### src/inc/alert_pkg.sv
package alert_pkg;

  // alert response address, 7 bits, read direction appended on the wire
  localparam logic [6:0] ARA_ADDR       = 7'h0C;
  localparam logic [7:0] ARA_READ_BYTE  = {ARA_ADDR, 1'b1};
  // polarity select: 0 means active low, the power-up default
  localparam logic       IRQ_POL_RESET  = 1'b0;
  // disable select: 1 releases the output, 0 enables it
  localparam logic       IRQ_DIS_RESET  = 1'b0;
  localparam int         BYTE_BITS      = 8;
  localparam logic [3:0] BIT_CNT_RESET  = 4'h0;
  localparam logic [3:0] BIT_CNT_LAST   = 4'h8;

  // configuration bits held elsewhere in the device
  typedef struct packed {
    logic i2c_mode;          // two-wire interface selected
    logic irq_polarity_bit;  // 1 = active high, 0 = active low
    logic irq_disable_bit;   // 1 = output released
  } cfg_t;

  // two-wire bus levels as sampled from the pads
  typedef struct packed {
    logic scl;
    logic sda;
  } bus_in_t;

  typedef enum logic [4:0] {
    ST_IDLE = 5'b00001,
    ST_ADDR = 5'b00010,
    ST_ACK  = 5'b00100,
    ST_DATA = 5'b01000,
    ST_MACK = 5'b10000
  } ara_state_t;

endpackage

### src/hdl/smbus_alert_response.sv
`timescale 1ns/100ps

// Notes on behaviour
// - in two-wire mode the interrupt output acts as an alert line
// - alert pin only pulls low or releases; shared line is wired-and
// - asserting device acks that address and returns its address with lsb 1
// - lowest address wins return by bitwise arbitration; losers yield
// - release only after fault cleared and status read, and in two-wire mode also after answering
// - polarity bit selects level, default active low; disable bit releases output
// - alert sets when any measurement leaves its limits
module smbus_alert_response
  import alert_pkg::*;
(
  input  wire logic       i_clk_sys,
  input  wire logic       i_rst_n,
  input  wire cfg_t       i_cfg,
  input  wire logic [6:0] i_dev_addr,
  input  wire logic       i_limit_fault,
  input  wire logic       i_status_read,
  input  wire bus_in_t    i_bus,
  output logic            o_sda_out,
  output logic            o_sda_oe,
  output logic            o_alert_out,
  output logic            o_alert_oe,
  output logic            o_alert_active,
  output logic            o_ara_answered
);

  ////////////////////////////////////////////////////////////////////////
  // bus edge detection

  bus_in_t bus_q;

  always_ff @(posedge i_clk_sys) begin
    if (!i_rst_n) begin
      bus_q <= '{scl: 1'b1, sda: 1'b1};
    end else begin
      bus_q <= i_bus;
    end
  end

  logic scl_rise;
  logic scl_fall;
  logic bus_start;
  logic bus_stop;

  assign scl_rise  = i_bus.scl & ~bus_q.scl;
  assign scl_fall  = ~i_bus.scl & bus_q.scl;
  assign bus_start = i_bus.scl & bus_q.scl & bus_q.sda & ~i_bus.sda;
  assign bus_stop  = i_bus.scl & bus_q.scl & ~bus_q.sda & i_bus.sda;

  ////////////////////////////////////////////////////////////////////////
  // alert response responder

  ara_state_t state;
  ara_state_t next_state;
  logic [7:0] rx;
  logic [7:0] next_rx;
  logic [7:0] tx;
  logic [7:0] next_tx;
  logic [3:0] bit_cnt;
  logic [3:0] next_bit_cnt;
  logic       sda_oe;
  logic       next_sda_oe;
  logic       answered_pulse;
  logic       next_answered_pulse;
  logic       alert_active;

  always_comb begin
    next_state          = state;
    next_rx             = rx;
    next_tx             = tx;
    next_bit_cnt        = bit_cnt;
    next_sda_oe         = sda_oe;
    next_answered_pulse = 1'b0;
    if (!i_cfg.i2c_mode || bus_stop) begin
      next_state  = ST_IDLE;
      next_sda_oe = 1'b0;
    end else if (bus_start) begin
      next_state   = ST_ADDR;
      next_bit_cnt = BIT_CNT_RESET;
      next_sda_oe  = 1'b0;
    end else begin
      unique case (state)
        ST_IDLE: begin
        end
        ST_ADDR: begin
          if (scl_rise) begin
            next_rx      = {rx[6:0], i_bus.sda};
            next_bit_cnt = bit_cnt + 4'h1;
          end else if (scl_fall && bit_cnt == BIT_CNT_LAST) begin
            // only a device with its alert up claims the response address
            if (rx == ARA_READ_BYTE && alert_active) begin
              next_state  = ST_ACK;
              next_sda_oe = 1'b1;
            end else begin
              next_state = ST_IDLE;
            end
          end
        end
        ST_ACK: begin
          if (scl_fall) begin
            next_tx      = {i_dev_addr, 1'b1};
            next_sda_oe  = ~i_dev_addr[6];
            next_bit_cnt = BIT_CNT_RESET;
            next_state   = ST_DATA;
          end
        end
        ST_DATA: begin
          if (scl_rise) begin
            // released a one but the line reads zero: a lower address won
            if (!sda_oe && !i_bus.sda) begin
              next_state = ST_IDLE;
            end else begin
              next_bit_cnt = bit_cnt + 4'h1;
            end
          end else if (scl_fall) begin
            if (bit_cnt == BIT_CNT_LAST) begin
              next_sda_oe         = 1'b0;
              next_answered_pulse = 1'b1;
              next_state          = ST_MACK;
            end else begin
              next_tx     = {tx[6:0], 1'b1};
              next_sda_oe = ~tx[6];
            end
          end
        end
        ST_MACK: begin
          if (scl_fall) begin
            next_state = ST_IDLE;
          end
        end
        default: begin
          next_state  = ST_IDLE;
          next_sda_oe = 1'b0;
        end
      endcase
    end
  end

  always_ff @(posedge i_clk_sys) begin
    if (!i_rst_n) begin
      state          <= ST_IDLE;
      rx             <= 8'h00;
      tx             <= 8'hFF;
      bit_cnt        <= BIT_CNT_RESET;
      sda_oe         <= 1'b0;
      answered_pulse <= 1'b0;
    end else begin
      state          <= next_state;
      rx             <= next_rx;
      tx             <= next_tx;
      bit_cnt        <= next_bit_cnt;
      sda_oe         <= next_sda_oe;
      answered_pulse <= next_answered_pulse;
    end
  end

  ////////////////////////////////////////////////////////////////////////
  // alert latch and pin drive

  logic answered;
  logic next_answered;
  logic status_seen;
  logic next_status_seen;
  logic next_alert_active;
  logic next_alert_oe;
  logic alert_oe;
  logic release_ok;

  // in the four-wire mode there is no response read to wait for
  assign release_ok = ~i_limit_fault & status_seen & (answered | ~i_cfg.i2c_mode);

  always_comb begin
    next_alert_active = alert_active;
    next_answered     = answered | next_answered_pulse;
    next_status_seen  = status_seen | i_status_read;
    if (i_limit_fault) begin
      // a fault arriving with a release pending keeps the alert up
      next_alert_active = 1'b1;
      if (!alert_active) begin
        next_answered    = 1'b0;
        next_status_seen = i_status_read;
      end
    end else if (alert_active && release_ok) begin
      next_alert_active = 1'b0;
      // set wins over the release clear; a fresh fault discards it anyway
      next_answered     = next_answered_pulse;
      next_status_seen  = i_status_read;
    end
    // a lost arbitration leaves alert_active untouched for the next read
    // polarity high means asserted level is released, idle level pulled low
    next_alert_oe = ~i_cfg.irq_disable_bit & (next_alert_active ^ i_cfg.irq_polarity_bit);
  end

  always_ff @(posedge i_clk_sys) begin
    if (!i_rst_n) begin
      alert_active <= 1'b0;
      answered     <= 1'b0;
      status_seen  <= 1'b0;
      alert_oe     <= 1'b0;
    end else begin
      alert_active <= next_alert_active;
      answered     <= next_answered;
      status_seen  <= next_status_seen;
      alert_oe     <= next_alert_oe;
    end
  end

  // pad data stays low; only the enables move, so nothing ever drives high
  always_ff @(posedge i_clk_sys) begin
    o_sda_out   <= 1'b0;
    o_alert_out <= 1'b0;
  end

  assign o_sda_oe       = sda_oe;
  assign o_alert_oe     = alert_oe;
  assign o_alert_active = alert_active;
  assign o_ara_answered = answered_pulse;
endmodule

### config.mk
export PLATFORM = sky130hd
export DESIGN_NAME = smbus_alert_response
export DESIGN_NICKNAME = d
export VERILOG_FILES = /design/src/inc/alert_pkg.sv /design/src/hdl/smbus_alert_response.sv
export SDC_FILE = /design/constraint.sdc
export NUM_CORES = 1
export LEC_CHECK = 0
export ABC_AREA = 1
export BUFFER_PORTS_ARGS = -buffer_cell sky130_fd_sc_hd__clkbuf_2
export CAP_MARGIN = 10
export CELL_PAD_IN_SITES_DETAIL_PLACEMENT = 1
export CELL_PAD_IN_SITES_GLOBAL_PLACEMENT = 2
export CORE_MARGIN = 2
export CORE_UTILIZATION = 33
export CTS_BUF_LIST = sky130_fd_sc_hd__clkbuf_8
export DETAILED_ROUTE_END_ITERATION = 6
export PLACE_DENSITY_LB_ADDON = 0.1
export SYNTH_ARGS = -nofsm -noshare
export SYNTH_HDL_FRONTEND = slang
export SYNTH_SLANG_ARGS = --single-unit
### constraint.sdc
create_clock -name i_clk_sys -period 1.95 [get_ports i_clk_sys]
set_input_delay 0 -clock i_clk_sys [delete_from_list [all_inputs] [get_ports i_clk_sys]]
set_output_delay 0 -clock i_clk_sys [all_outputs]
set_load 0.02 [all_outputs]
==> results.md, run 1 <==
* Status: finished clean
* WP buf/inv at 2
* RSZ-0062 raised after global routing: false
* Crit path DAT at 1.87 ns
* CP Cell Sequence: ha_1 > nand2_1 > nand2_1 > inv_1 > nand2_1 > buf_4 > nor2_1 > nand2_4 > nand2_1 > nand3_1
* Cell area after synthesis at 0.00185 sq mm
* Crit path depth at 10
* CP max-delay cell: dfxtp_1
* Commonest non-fill, non-tap cell in the layout: nand2_1
* CORE AREA at 0.00547 sq mm
* Reg2Reg Depth at 10
* Count of buffers from port buffering at 19
* Synth cell types at 27
* Routed vias/inst at 4.72
* P&R area growth vs syn at 17.7%
* Max-slew violations at 0
* Lkg Pwr at 0.000998 uW
* Die Area at 0.00622 sq mm
* Via count at 1765
* Initial antenna violation count at 0
* Worst VDD drop at 0.000235 V
* Worst-path maximum fanout at 7
* Final Hold Fails at 0
* Final min period at 1.69 ns
* Detailed placer's ending HPWL at 3900 microns
* Tcrit/Tclk final at 86.9%
* Routed WL at 4930 microns
* CTS tree: yes
* Commonest cells after routing, fill and taps aside: nand2_1 (75), dfxtp_1 (31), inv_1 (29), nor2_1 (29), nand3_1 (25)
* CTS clk-pin slew, worst paths at 0.07 ns
* Die Y at 78.9 microns
* Max Cap Viol at 0
* Hold Path Origin: i_status_read
* Cells after DPL at 362
* Clock buffer count from CTS at 5
* WHS Endpoint: status_seen
* Total gr overflow at 0
* Capturing element type of the critical path: flop
* Drc violations at 0
* Die span in x at 78.9 microns
* Layout cells sized above 1 at 20.2%
* CP peak stage delay at 0.33 ns
* Fmax at 590 MHz
* Antenna Nets Post-Route at 0
* Drt pass-1 iters at 4
* Most used cell, CP: nand2_1
* Seq/Total Area, Yosys at 33.6%
* RR Startpoint: bus_q[1]
* Diodes inserted at 0
* Tot GR Track Use at 17.7%
* Worst setup SP type: flop
* Synthesized flop and latch total at 31
* Rows at 27
* Depth of the CTS H-tree at 2
* Gate Count Post-Synth at 268
* Clock Root Buffer: clkbuf_8
* Syn_area_per_cell at 6.90 sq um
* Worst Path Required at 2.12 ns
* Final Net Count at 322
* I/O pins at 22
* Setup Skew at 0.00232 ns
* Initial Utilization at 33.8%
* Vias in the first global route at 1779
* Worst Hold Class: input port to flop
* Final setup violation count at 0
* Setup slack, reg-to-reg at 0.26 ns
* Skew-Pair Late Insertion Delay at 0.29 ns
* Final setup TNS at 0 ns
* PwrDens at 670 mW/mm^2
* Largest net degree at the start of global routing at 19
* Crit Path Class: flop to flop
* Gp weighted congestion at 0.775
* Total clock sinks at 31
* Final non-filler cell total at 374
* Delay-heaviest family, CP: simple AND/OR/NAND/NOR gates
* Hold depth at 4
* DRT iter0 DRCs at 42
* Wire length per cell at 13.2 microns
* Reg2reg end: tx[5]
* First-pass GRT wire length at 8500 microns
* Yosys warning count at 0
* CTS Buffer Depth at 2
-- report_power, final --
part | internal, uW | switching (uW) | leakage (uW) | total, uW
Combinational | 97.6 | 176 | 0.000701 | 274
Clock | 244 | 266 | 0.0000453 | 510
Sequential | 652 | 21.4 | 0.000252 | 674
-- sequential cells by signal, summed over array words and instances, names as in the netlist --
register        count
answered            1
bit_cnt             4
bus_q               2
o_alert_active      1
o_alert_oe          1
o_ara_answered      1
o_sda_oe            1
rx                  8
state               5
status_seen         1
tx                  6
-- tightest hold or removal path, cell delays in order --
cell      delay, ns
clkbuf_2       0.08
a31o_2         0.09
a31oi_1        0.03
nor2_1         0.07
-- kinds of logic (layout without fill, tap and decap cells) --
family          Yosys count  count (layout)  share of synthesized area [%]
flops                    31              31                           33.6
other cells               1               2                          0.203
simple gates            158             158                           41.5
xor+xnor                  1               1                          0.474
buf+inv                  35              68                           9.00
compound gates           37              37                           11.8
fa+ha+maj                 5               5                           3.38
-- per-layer routing --
metal | routed length [microns] | GRT usage [%] | up-vias
met5 | 0 | 0 | -
met4 | 78 | 6.21 | 0
met3 | 103 | 3.75 | 6
met2 | 2430 | 31.1 | 14
met1 | 2320 | 21.3 | 828
li1 | - | - | 917
-- worst max path at each step --
stage | endpoint | start
CTS | rx[1] | bus_q[1]
finish | tx[5] | bus_q[1]
global route | tx[4] | state[4]
global placement | rx[3] | state[4]
detailed placement | rx[1] | bus_q[1]
floorplan | tx[1] | bus_q[1]
-- synth_stat cells, drive strengths merged --
cell / instances / area (sq um)
nand2: 82 / 355
nor2: 41 / 228
dfxtp: 31 / 621
inv: 28 / 105
nand3: 25 / 125
a21oi: 19 / 95.1
o21ai: 12 / 78.8
nand4: 7 / 43.8
buf: 6 / 52.6
ha: 5 / 62.6
nor3: 2 / 10.0
o211ai: 2 / 15.0
a31o: 1 / 8.76
a31oi: 1 / 6.26
clkinv: 1 / 8.76
conb: 1 / 3.75
o21a: 1 / 7.51
o21bai: 1 / 7.51
or2: 1 / 6.26
xnor2: 1 / 8.76
-- timing repair --
item	in CTS	in global routing
hold buffers	4	0
resized for setup	0	1
setup endpoints to repair	0	3
hold endpoints to repair	3	0
buffers inserted	0	0
-- stage by stage --
step | cell area, sq um | utilization, % | setup WS, ns | hold WS, ns | power, uW
6_report | 2180 | 39.8 | 0.256 | 0.0103 | 1460
3_3_place_gp | 2050 | 37.4 | 0.137 | 0.241 | 958
4_1_cts | 2170 | 39.7 | 0.0355 | 0.00866 | 1480
2_1_floorplan | 1850 | - | 0.516 | 0.100 | 884
3_5_place_dp | 2050 | 37.4 | 0.0531 | 0.255 | 960
5_1_grt | 2180 | 39.8 | 0.0517 | 0.0324 | 1540
-- layout make-up --
| cell class | count | area, sq um |
|---|---|---|
| fillers | 745 | 3300 |
| multi-input cells | 203 | 1070 |
| flip-flops and latches | 31 | 621 |
| repair buffers | 31 | 195 |
| inverters | 29 | 114 |
| well taps | 72 | 90.1 |
| clock buffers | 5 | 68.8 |
| clock inverters | 3 | 16.3 |
Note: power is estimated with default switching activity, not from simulation.
==> run 2, diff against run 1 <==
Settings changed: CELL_PAD_IN_SITES_DETAIL_PLACEMENT 1 to default, CELL_PAD_IN_SITES_GLOBAL_PLACEMENT 2 to default, CORE_UTILIZATION 33 to 60, PLACE_DENSITY from default to 0.82, PLACE_DENSITY_LB_ADDON 0.1 to default.
==> results.md, run 2 (synthesis gave the netlist of run 1 again) <==
* DRT iter0 DRCs at 77 (was 42)
* FILL cells at 272 (was 745)
* Worst-path maximum fanout at 14 (was 7)
* Layout cells sized above 1 at 20.0% (was 20.2%)
* CP peak stage delay at 0.33 ns (about the same)
* Die Area at 0.00354 sq mm (was 0.00622 sq mm)
* Initial antenna violation count at 0 (unchanged)
* Final Hold Fails at 0 (unchanged)
* Max layer used: met4 (unchanged)
* Routed vias/inst at 5.15 (was 4.72)
* Psw at 437 uW (was 463 uW)
* Sequential power share at 47.1% (was 46.2%)
* Largest net degree at the start of global routing at 20 (was 19)
* Worst Hold Class: input port to flop (unchanged)
* Crit path from: state[4] (was bus_q[1])
* Skew-Pair Late Insertion Delay at 0.28 ns (was 0.29 ns)
* Gp weighted congestion at 0.894 (was 0.775)
* Rows at 20 (was 27)
* Lkg Pwr at 0.000986 uW (was 0.000998 uW)
* Worst Path Required at 2.09 ns (was 2.12 ns)
* Fmax at 578 MHz (was 590 MHz)
* Antenna Nets Post-Route at 0 (unchanged)
* Setup slack, reg-to-reg at 0.22 ns (was 0.26 ns)
* Worst setup SP type: flop (unchanged)
* RR Startpoint: state[4] (was bus_q[1])
* Commonest cells after routing, fill and taps aside: nand2_1 (75), dfxtp_1 (31), nor2_1 (29) (was nand2_1 (75), dfxtp_1 (31), inv_1 (29), nor2_1 (29), nand3_1 (25))
* First-pass GRT wire length at 6290 microns (was 8500 microns)
* Count of buffers from port buffering at 19 (unchanged)
* Setup Skew at 0.00663 ns (was 0.00232 ns)
* Die Y at 59.5 microns (was 78.9 microns)
* Final min period at 1.73 ns (was 1.69 ns)
* Power, Total at 1430 uW (was 1460 uW)
* Setup ws final at 0.220 ns (was 0.256 ns)
* Drt pass-1 iters at 4 (unchanged)
* Final Net Count at 320 (was 322)
* P&R area growth vs syn at 14.4% (was 17.7%)
* CORE AREA at 0.00300 sq mm (was 0.00547 sq mm)
* RSZ-0062 raised after global routing: false (unchanged)
* Die span in x at 59.5 microns (was 78.9 microns)
* CP Cell Sequence: inv_1 > nand2_4 > nor2_4 > nand2_1 > nand2_1 > nor2_1 > nand2_4 > clkinv_4 > nand2_1 > nand3_1 (was ha_1 > nand2_1 > nand2_1 > inv_1 > nand2_1 > buf_4 > nor2_1 > nand2_4 > nand2_1 > nand3_1)
* Hold Path Origin: i_status_read (unchanged)
* Max Cap Viol at 0 (unchanged)
* Biggest regs: rx x8, tx x6, state x5 (unchanged)
* Detailed placer's ending HPWL at 2850 microns (was 3900 microns)
* Clock Root Buffer: clkbuf_8 (unchanged)
* Sw frac at 30.6% (was 31.8%)
* Final setup violation count at 0 (unchanged)
* Internal at 992 uW (was 994 uW)
* Drc violations at 0 (unchanged)
* Status: finished clean (unchanged)
* Met2 Wirelength at 1810 microns (was 2430 microns)
* Vias in the first global route at 1546 (was 1779)
* Diodes inserted at 0 (unchanged)
* Clock network power share at 34.6% (was 35.0%)
* Routed met3 length at 129 microns (was 103 microns)
* Hold_ws at 0.0130 ns (was 0.0103 ns)
* Most used cell, CP: nand2_1 (unchanged)
* Depth of the CTS H-tree at 2 (unchanged)
* Total gr overflow at 0 (unchanged)
* CTS tree: yes (unchanged)
* Total clock sinks at 31 (unchanged)
* CTS clk-pin slew, worst paths at 0.07 ns (about the same)
* Initial Utilization at 61.6% (was 33.8%)
* Number of flip-flops in the largest register at 8 (unchanged)
* CTS Buffer Depth at 2 (unchanged)
* Worst VDD drop at 0.000582 V (was 0.000235 V)
* Clock buffer count from CTS at 5 (unchanged)
* Commonest non-fill, non-tap cell in the layout: nand2_1 (unchanged)
* Routed WL at 3760 microns (was 4930 microns)
* Via count at 1714 (was 1765)
* Tot GR Track Use at 23.6% (was 17.7%)
* Reg with most FFs: rx (unchanged)
* Tcrit/Tclk final at 88.7% (was 86.9%)
* Capturing element type of the critical path: flop (unchanged)
* Wire length per cell at 11.3 microns (was 13.2 microns)
* CP max-delay cell: dfxtp_1 (unchanged)
* Max-slew violations at 0 (unchanged)
* Final setup TNS at 0 ns (unchanged)
* Crit path DAT at 1.87 ns (about the same)
* Comb pwr share at 18.3% (was 18.8%)
* Crit Path Class: flop to flop (unchanged)
* PwrDens at 675 mW/mm^2 (was 670 mW/mm^2)
* Dpl ws at 0.0961 ns (was 0.0531 ns)
* I/O pins at 22 (unchanged)
* Metal1 wirelength at 1760 microns (was 2320 microns)
run 2: cell count changes in the layout (fill, tap and decap cells not counted), sizes merged:
cell | before | now
inv | 29 | 28
buf | 8 | 6
clkinvlp | 1 | 2
run 2: critical path: cells and delay by family, from the launching register on:
kind / cells / cell delay (ns)
and+or+nand+nor: 8 / 0.96
DFF: 1 / 0.33
buffers and inverters: 2 / 0.29
run 2: power groups by stage:
stage          Clock (uW)  Sequential (uW)  Combinational (uW)
2_1_floorplan           0              690                 194
3_3_place_gp            0              687                 250
6_report              495              673                 261
4_1_cts               500              673                 260
3_5_place_dp            0              687                 252
5_1_grt               528              676                 296
run 2: metrics by stage:
stage | cells | cell area (sq um) | util (%)
floorplan | 269 | 1850 | -
global placement | 316 | 1940 | 64.8
detailed placement | 316 | 1940 | 64.8
CTS | 328 | 2070 | 69.0
global route | 333 | 2120 | 70.5
finish | 333 | 2120 | 70.5
run 2: area by class of cell:
| type | count | area (sq um) | area share [%] |
|---|---|---|---|
| Sequential cell | 31 | 621 | 29.3 |
| Timing Repair Buffer | 29 | 180 | 8.52 |
| Tap cell | 33 | 41.3 | 1.95 |
| Inverter | 29 | 114 | 5.38 |
| Clock buffer | 5 | 68.8 | 3.25 |
| Clock inverter | 3 | 20.0 | 0.946 |
| Multi-Input combinational cell | 203 | 1070 | 50.6 |
run 2: final timing paths:
kind,cells past startpoint,to
min reg2reg,2,tx[2]
max,10,tx[3]
min,4,status_seen
max reg2reg,10,tx[3]
run 2: what timing repair did:
item,in CTS,in global routing
setup endpoints to repair,0,3
resized for setup,0,1
buffers inserted,0,5
hold buffers,4,0
hold endpoints to repair,3,0
run 2: routing by layer:
metal / vias to the layer above / track usage (%)
li1: 918 / -
met1: 758 / 28.1
met2: 29 / 40.7
met3: 9 / 5.24
met4: 0 / 9.84
met5: - / 0
==> run 3, diff against run 2 <==
Settings changed: BUFFER_PORTS_ARGS -buffer_cell sky130_fd_sc_hd__clkbuf_2 to -buffer_cell sky130_fd_sc_hd__buf_2.
==> results.md, run 3 (synthesis gave the netlist of run 1 again) <==
* CTS clk-pin slew, worst paths at 0.06 ns (was 0.07 ns)
* Reg2Reg Depth at 10 (unchanged)
* Dpl ws at 0.112 ns (was 0.0961 ns)
* FILL cells at 252 (was 272)
* Clock buffer count from CTS at 5 (unchanged)
* Final Hold Fails at 0 (unchanged)
* Final min period at 1.74 ns (was 1.73 ns)
* CTS tree: yes (unchanged)
* Routed WL at 3710 microns (was 3760 microns)
* Final setup violation count at 0 (unchanged)
* Tot GR Track Use at 23.4% (was 23.6%)
* Count of buffers from port buffering at 19 (unchanged)
* Vias in the first global route at 1520 (was 1546)
* DRT iter0 DRCs at 100 (was 77)
* Die span in x at 59.5 microns (unchanged)
* Layout cells sized above 1 at 18.6% (was 20.0%)
* Worst-path maximum fanout at 11 (was 14)
* Worst Path Required at 2.12 ns (was 2.09 ns)
* Detailed placer's ending HPWL at 2800 microns (was 2850 microns)
* Fmax at 576 MHz (was 578 MHz)
* Final Net Count at 315 (was 320)
* Hold_ws at 0.0185 ns (was 0.0130 ns)
* Depth of the CTS H-tree at 2 (unchanged)
* WHS Endpoint: tx[5] (was status_seen)
* Final instance area at 0.00211 sq mm (was 0.00212 sq mm)
* CORE AREA at 0.00300 sq mm (unchanged)
* Crit Path Class: input port to flop (was flop to flop)
* Clock Root Buffer: clkbuf_8 (unchanged)
* Commonest non-fill, non-tap cell in the layout: nand2_1 (unchanged)
* P&R area growth vs syn at 13.9% (was 14.4%)
* I/O pins at 22 (unchanged)
* Routed vias/inst at 5.15 (about the same)
* Worst Hold Class: input port to flop (unchanged)
* Status: finished clean (unchanged)
* Biggest regs: rx x8, tx x6, state x5 (unchanged)
* Crit path DAT at 1.91 ns (was 1.87 ns)
* Reg with most FFs: rx (unchanged)
* Skew-Pair Late Insertion Delay at 0.28 ns (about the same)
* Total gr overflow at 0 (unchanged)
* Commonest cells after routing, fill and taps aside: nand2_1 (75), dfxtp_1 (31), nor2_1 (29) (unchanged)
* Drc violations at 0 (unchanged)
* Psw at 422 uW (was 437 uW)
* PwrDens at 750 mW/mm^2 (was 675 mW/mm^2)
* CTS Buffer Depth at 2 (unchanged)
* Diodes inserted at 0 (unchanged)
* RSZ-0062 raised after global routing: false (unchanged)
* Via count at 1688 (was 1714)
* Sequential power share at 42.7% (was 47.1%)
* Gp weighted congestion at 0.902 (was 0.894)
* Setup bufs post-CTS at 0 (unchanged)
* Capturing element type of the critical path: flop (unchanged)
* Hold depth at 5 (was 4)
* Comb pwr share at 16.5% (was 18.3%)
* Die Y at 59.5 microns (unchanged)
* Worst setup SP type: input port (was flop)
* Final setup TNS at 0 ns (unchanged)
* Antenna Nets Post-Route at 0 (unchanged)
* Wire length per cell at 11.3 microns (about the same)
* Rows at 20 (unchanged)
* Initial antenna violation count at 0 (unchanged)
* Total clock sinks at 31 (unchanged)
* Setup slack, reg-to-reg at 0.25 ns (was 0.22 ns)
* Drt pass-1 iters at 4 (unchanged)
* Sw frac at 26.7% (was 30.6%)
* Setup Skew at 0.00217 ns (was 0.00663 ns)
* Setup ws final at 0.213 ns (was 0.220 ns)
* Lkg Pwr at 0.000978 uW (was 0.000986 uW)
* Die Area at 0.00354 sq mm (unchanged)
* Clock network power share at 40.8% (was 34.6%)
* Worst VDD drop at 0.000722 V (was 0.000582 V)
* Largest net degree at the start of global routing at 20 (unchanged)
* Hold Path Origin: i_dev_addr[4] (was i_status_read)
* Initial Utilization at 61.6% (unchanged)
* RR Startpoint: state[4] (unchanged)
* Max-slew violations at 0 (unchanged)
* Reg2reg end: tx[3] (unchanged)
* Placed Area at 0.00194 sq mm (unchanged)
* Number of flip-flops in the largest register at 8 (unchanged)
* Internal at 1160 uW (was 992 uW)
* First-pass GRT wire length at 6290 microns (about the same)
* Max Cap Viol at 0 (unchanged)
* Tcrit/Tclk final at 89.1% (was 88.7%)
run 3: changes by cell type in the layout (fill, tap and decap cells not counted):
cell        delta
buf_2         +19
clkbuf_2      -19
buf_4          -5
clkinvlp_4     -2
bufinv_16      +1
clkbuf_8       +1
run 3: worst max-delay path by stage:
stage,startpoint,end,slack (ns),cells after the start
finish,i_bus[1],rx[1],0.21,11
global route,i_bus[1],rx[3],0.02,11
CTS,i_bus[1],rx[6],0.04,11
detailed placement,bus_q[1],rx[6],0.11,9
global placement,state[2],rx[6],0.19,8
floorplan,bus_q[1],tx[1],0.52,9
run 3: per-layer routing:
metal  track usage (%)  up-vias  part of all wire (%)
met4              6.67        0                  0.97
met1              28.9      737                    47
met3              5.24        4                   3.7
met2              40.7       33                    48
met5                 0        -                     0
li1                  -      914                     -
run 3: what timing repair did:
item	4_1_cts	5_1_grt
endpoints found under the setup margin	0	3
hold buffers	4	0
resized for setup	0	1
hold endpoints to repair	3	0
run 3: power groups by stage:
| stage | clock (uW) | combinational, uW | sequential, uW |
|---|---|---|---|
| 2_1_floorplan | 0 | 194 | 690 |
| 3_3_place_gp | 0 | 249 | 687 |
| 3_5_place_dp | 0 | 250 | 688 |
| 4_1_cts | 651 | 258 | 674 |
| 5_1_grt | 682 | 291 | 677 |
| 6_report | 645 | 261 | 674 |
run 3: worst max-delay path, stage by stage:
cell and delay [ns]:
dlygate4sd3_1 0.53, buf_2 0.14, ha_1 0.20, nand2_1 0.12
nor2_4 0.07, inv_1 0.07, nand2_1 0.11, nor2_4 0.27
inv_1 0.15, o21ai_0 0.18, a21oi_1 0.05
run 3: per-stage QoR:
| stage | cells | utilization (%) | total power [uW] |
|---|---|---|---|
| 6_report | 328 | 70.2 | 1580 |
| 5_1_grt | 328 | 70.2 | 1650 |
| 4_1_cts | 328 | 70.0 | 1580 |
| 3_5_place_dp | 316 | 64.8 | 938 |
| 3_3_place_gp | 316 | 64.8 | 936 |
| 2_1_floorplan | 269 | - | 884 |
run 3: cell type report:
class	count	area (sq um)	area share, %
repair buffers	24	143	6.77
flip-flops and latches	31	621	29.5
inverters	29	114	5.40
clock buffers	6	82.6	3.92
multi-input cells	203	1070	50.8
clock inverters	2	35.0	1.66
well taps	33	41.3	1.96
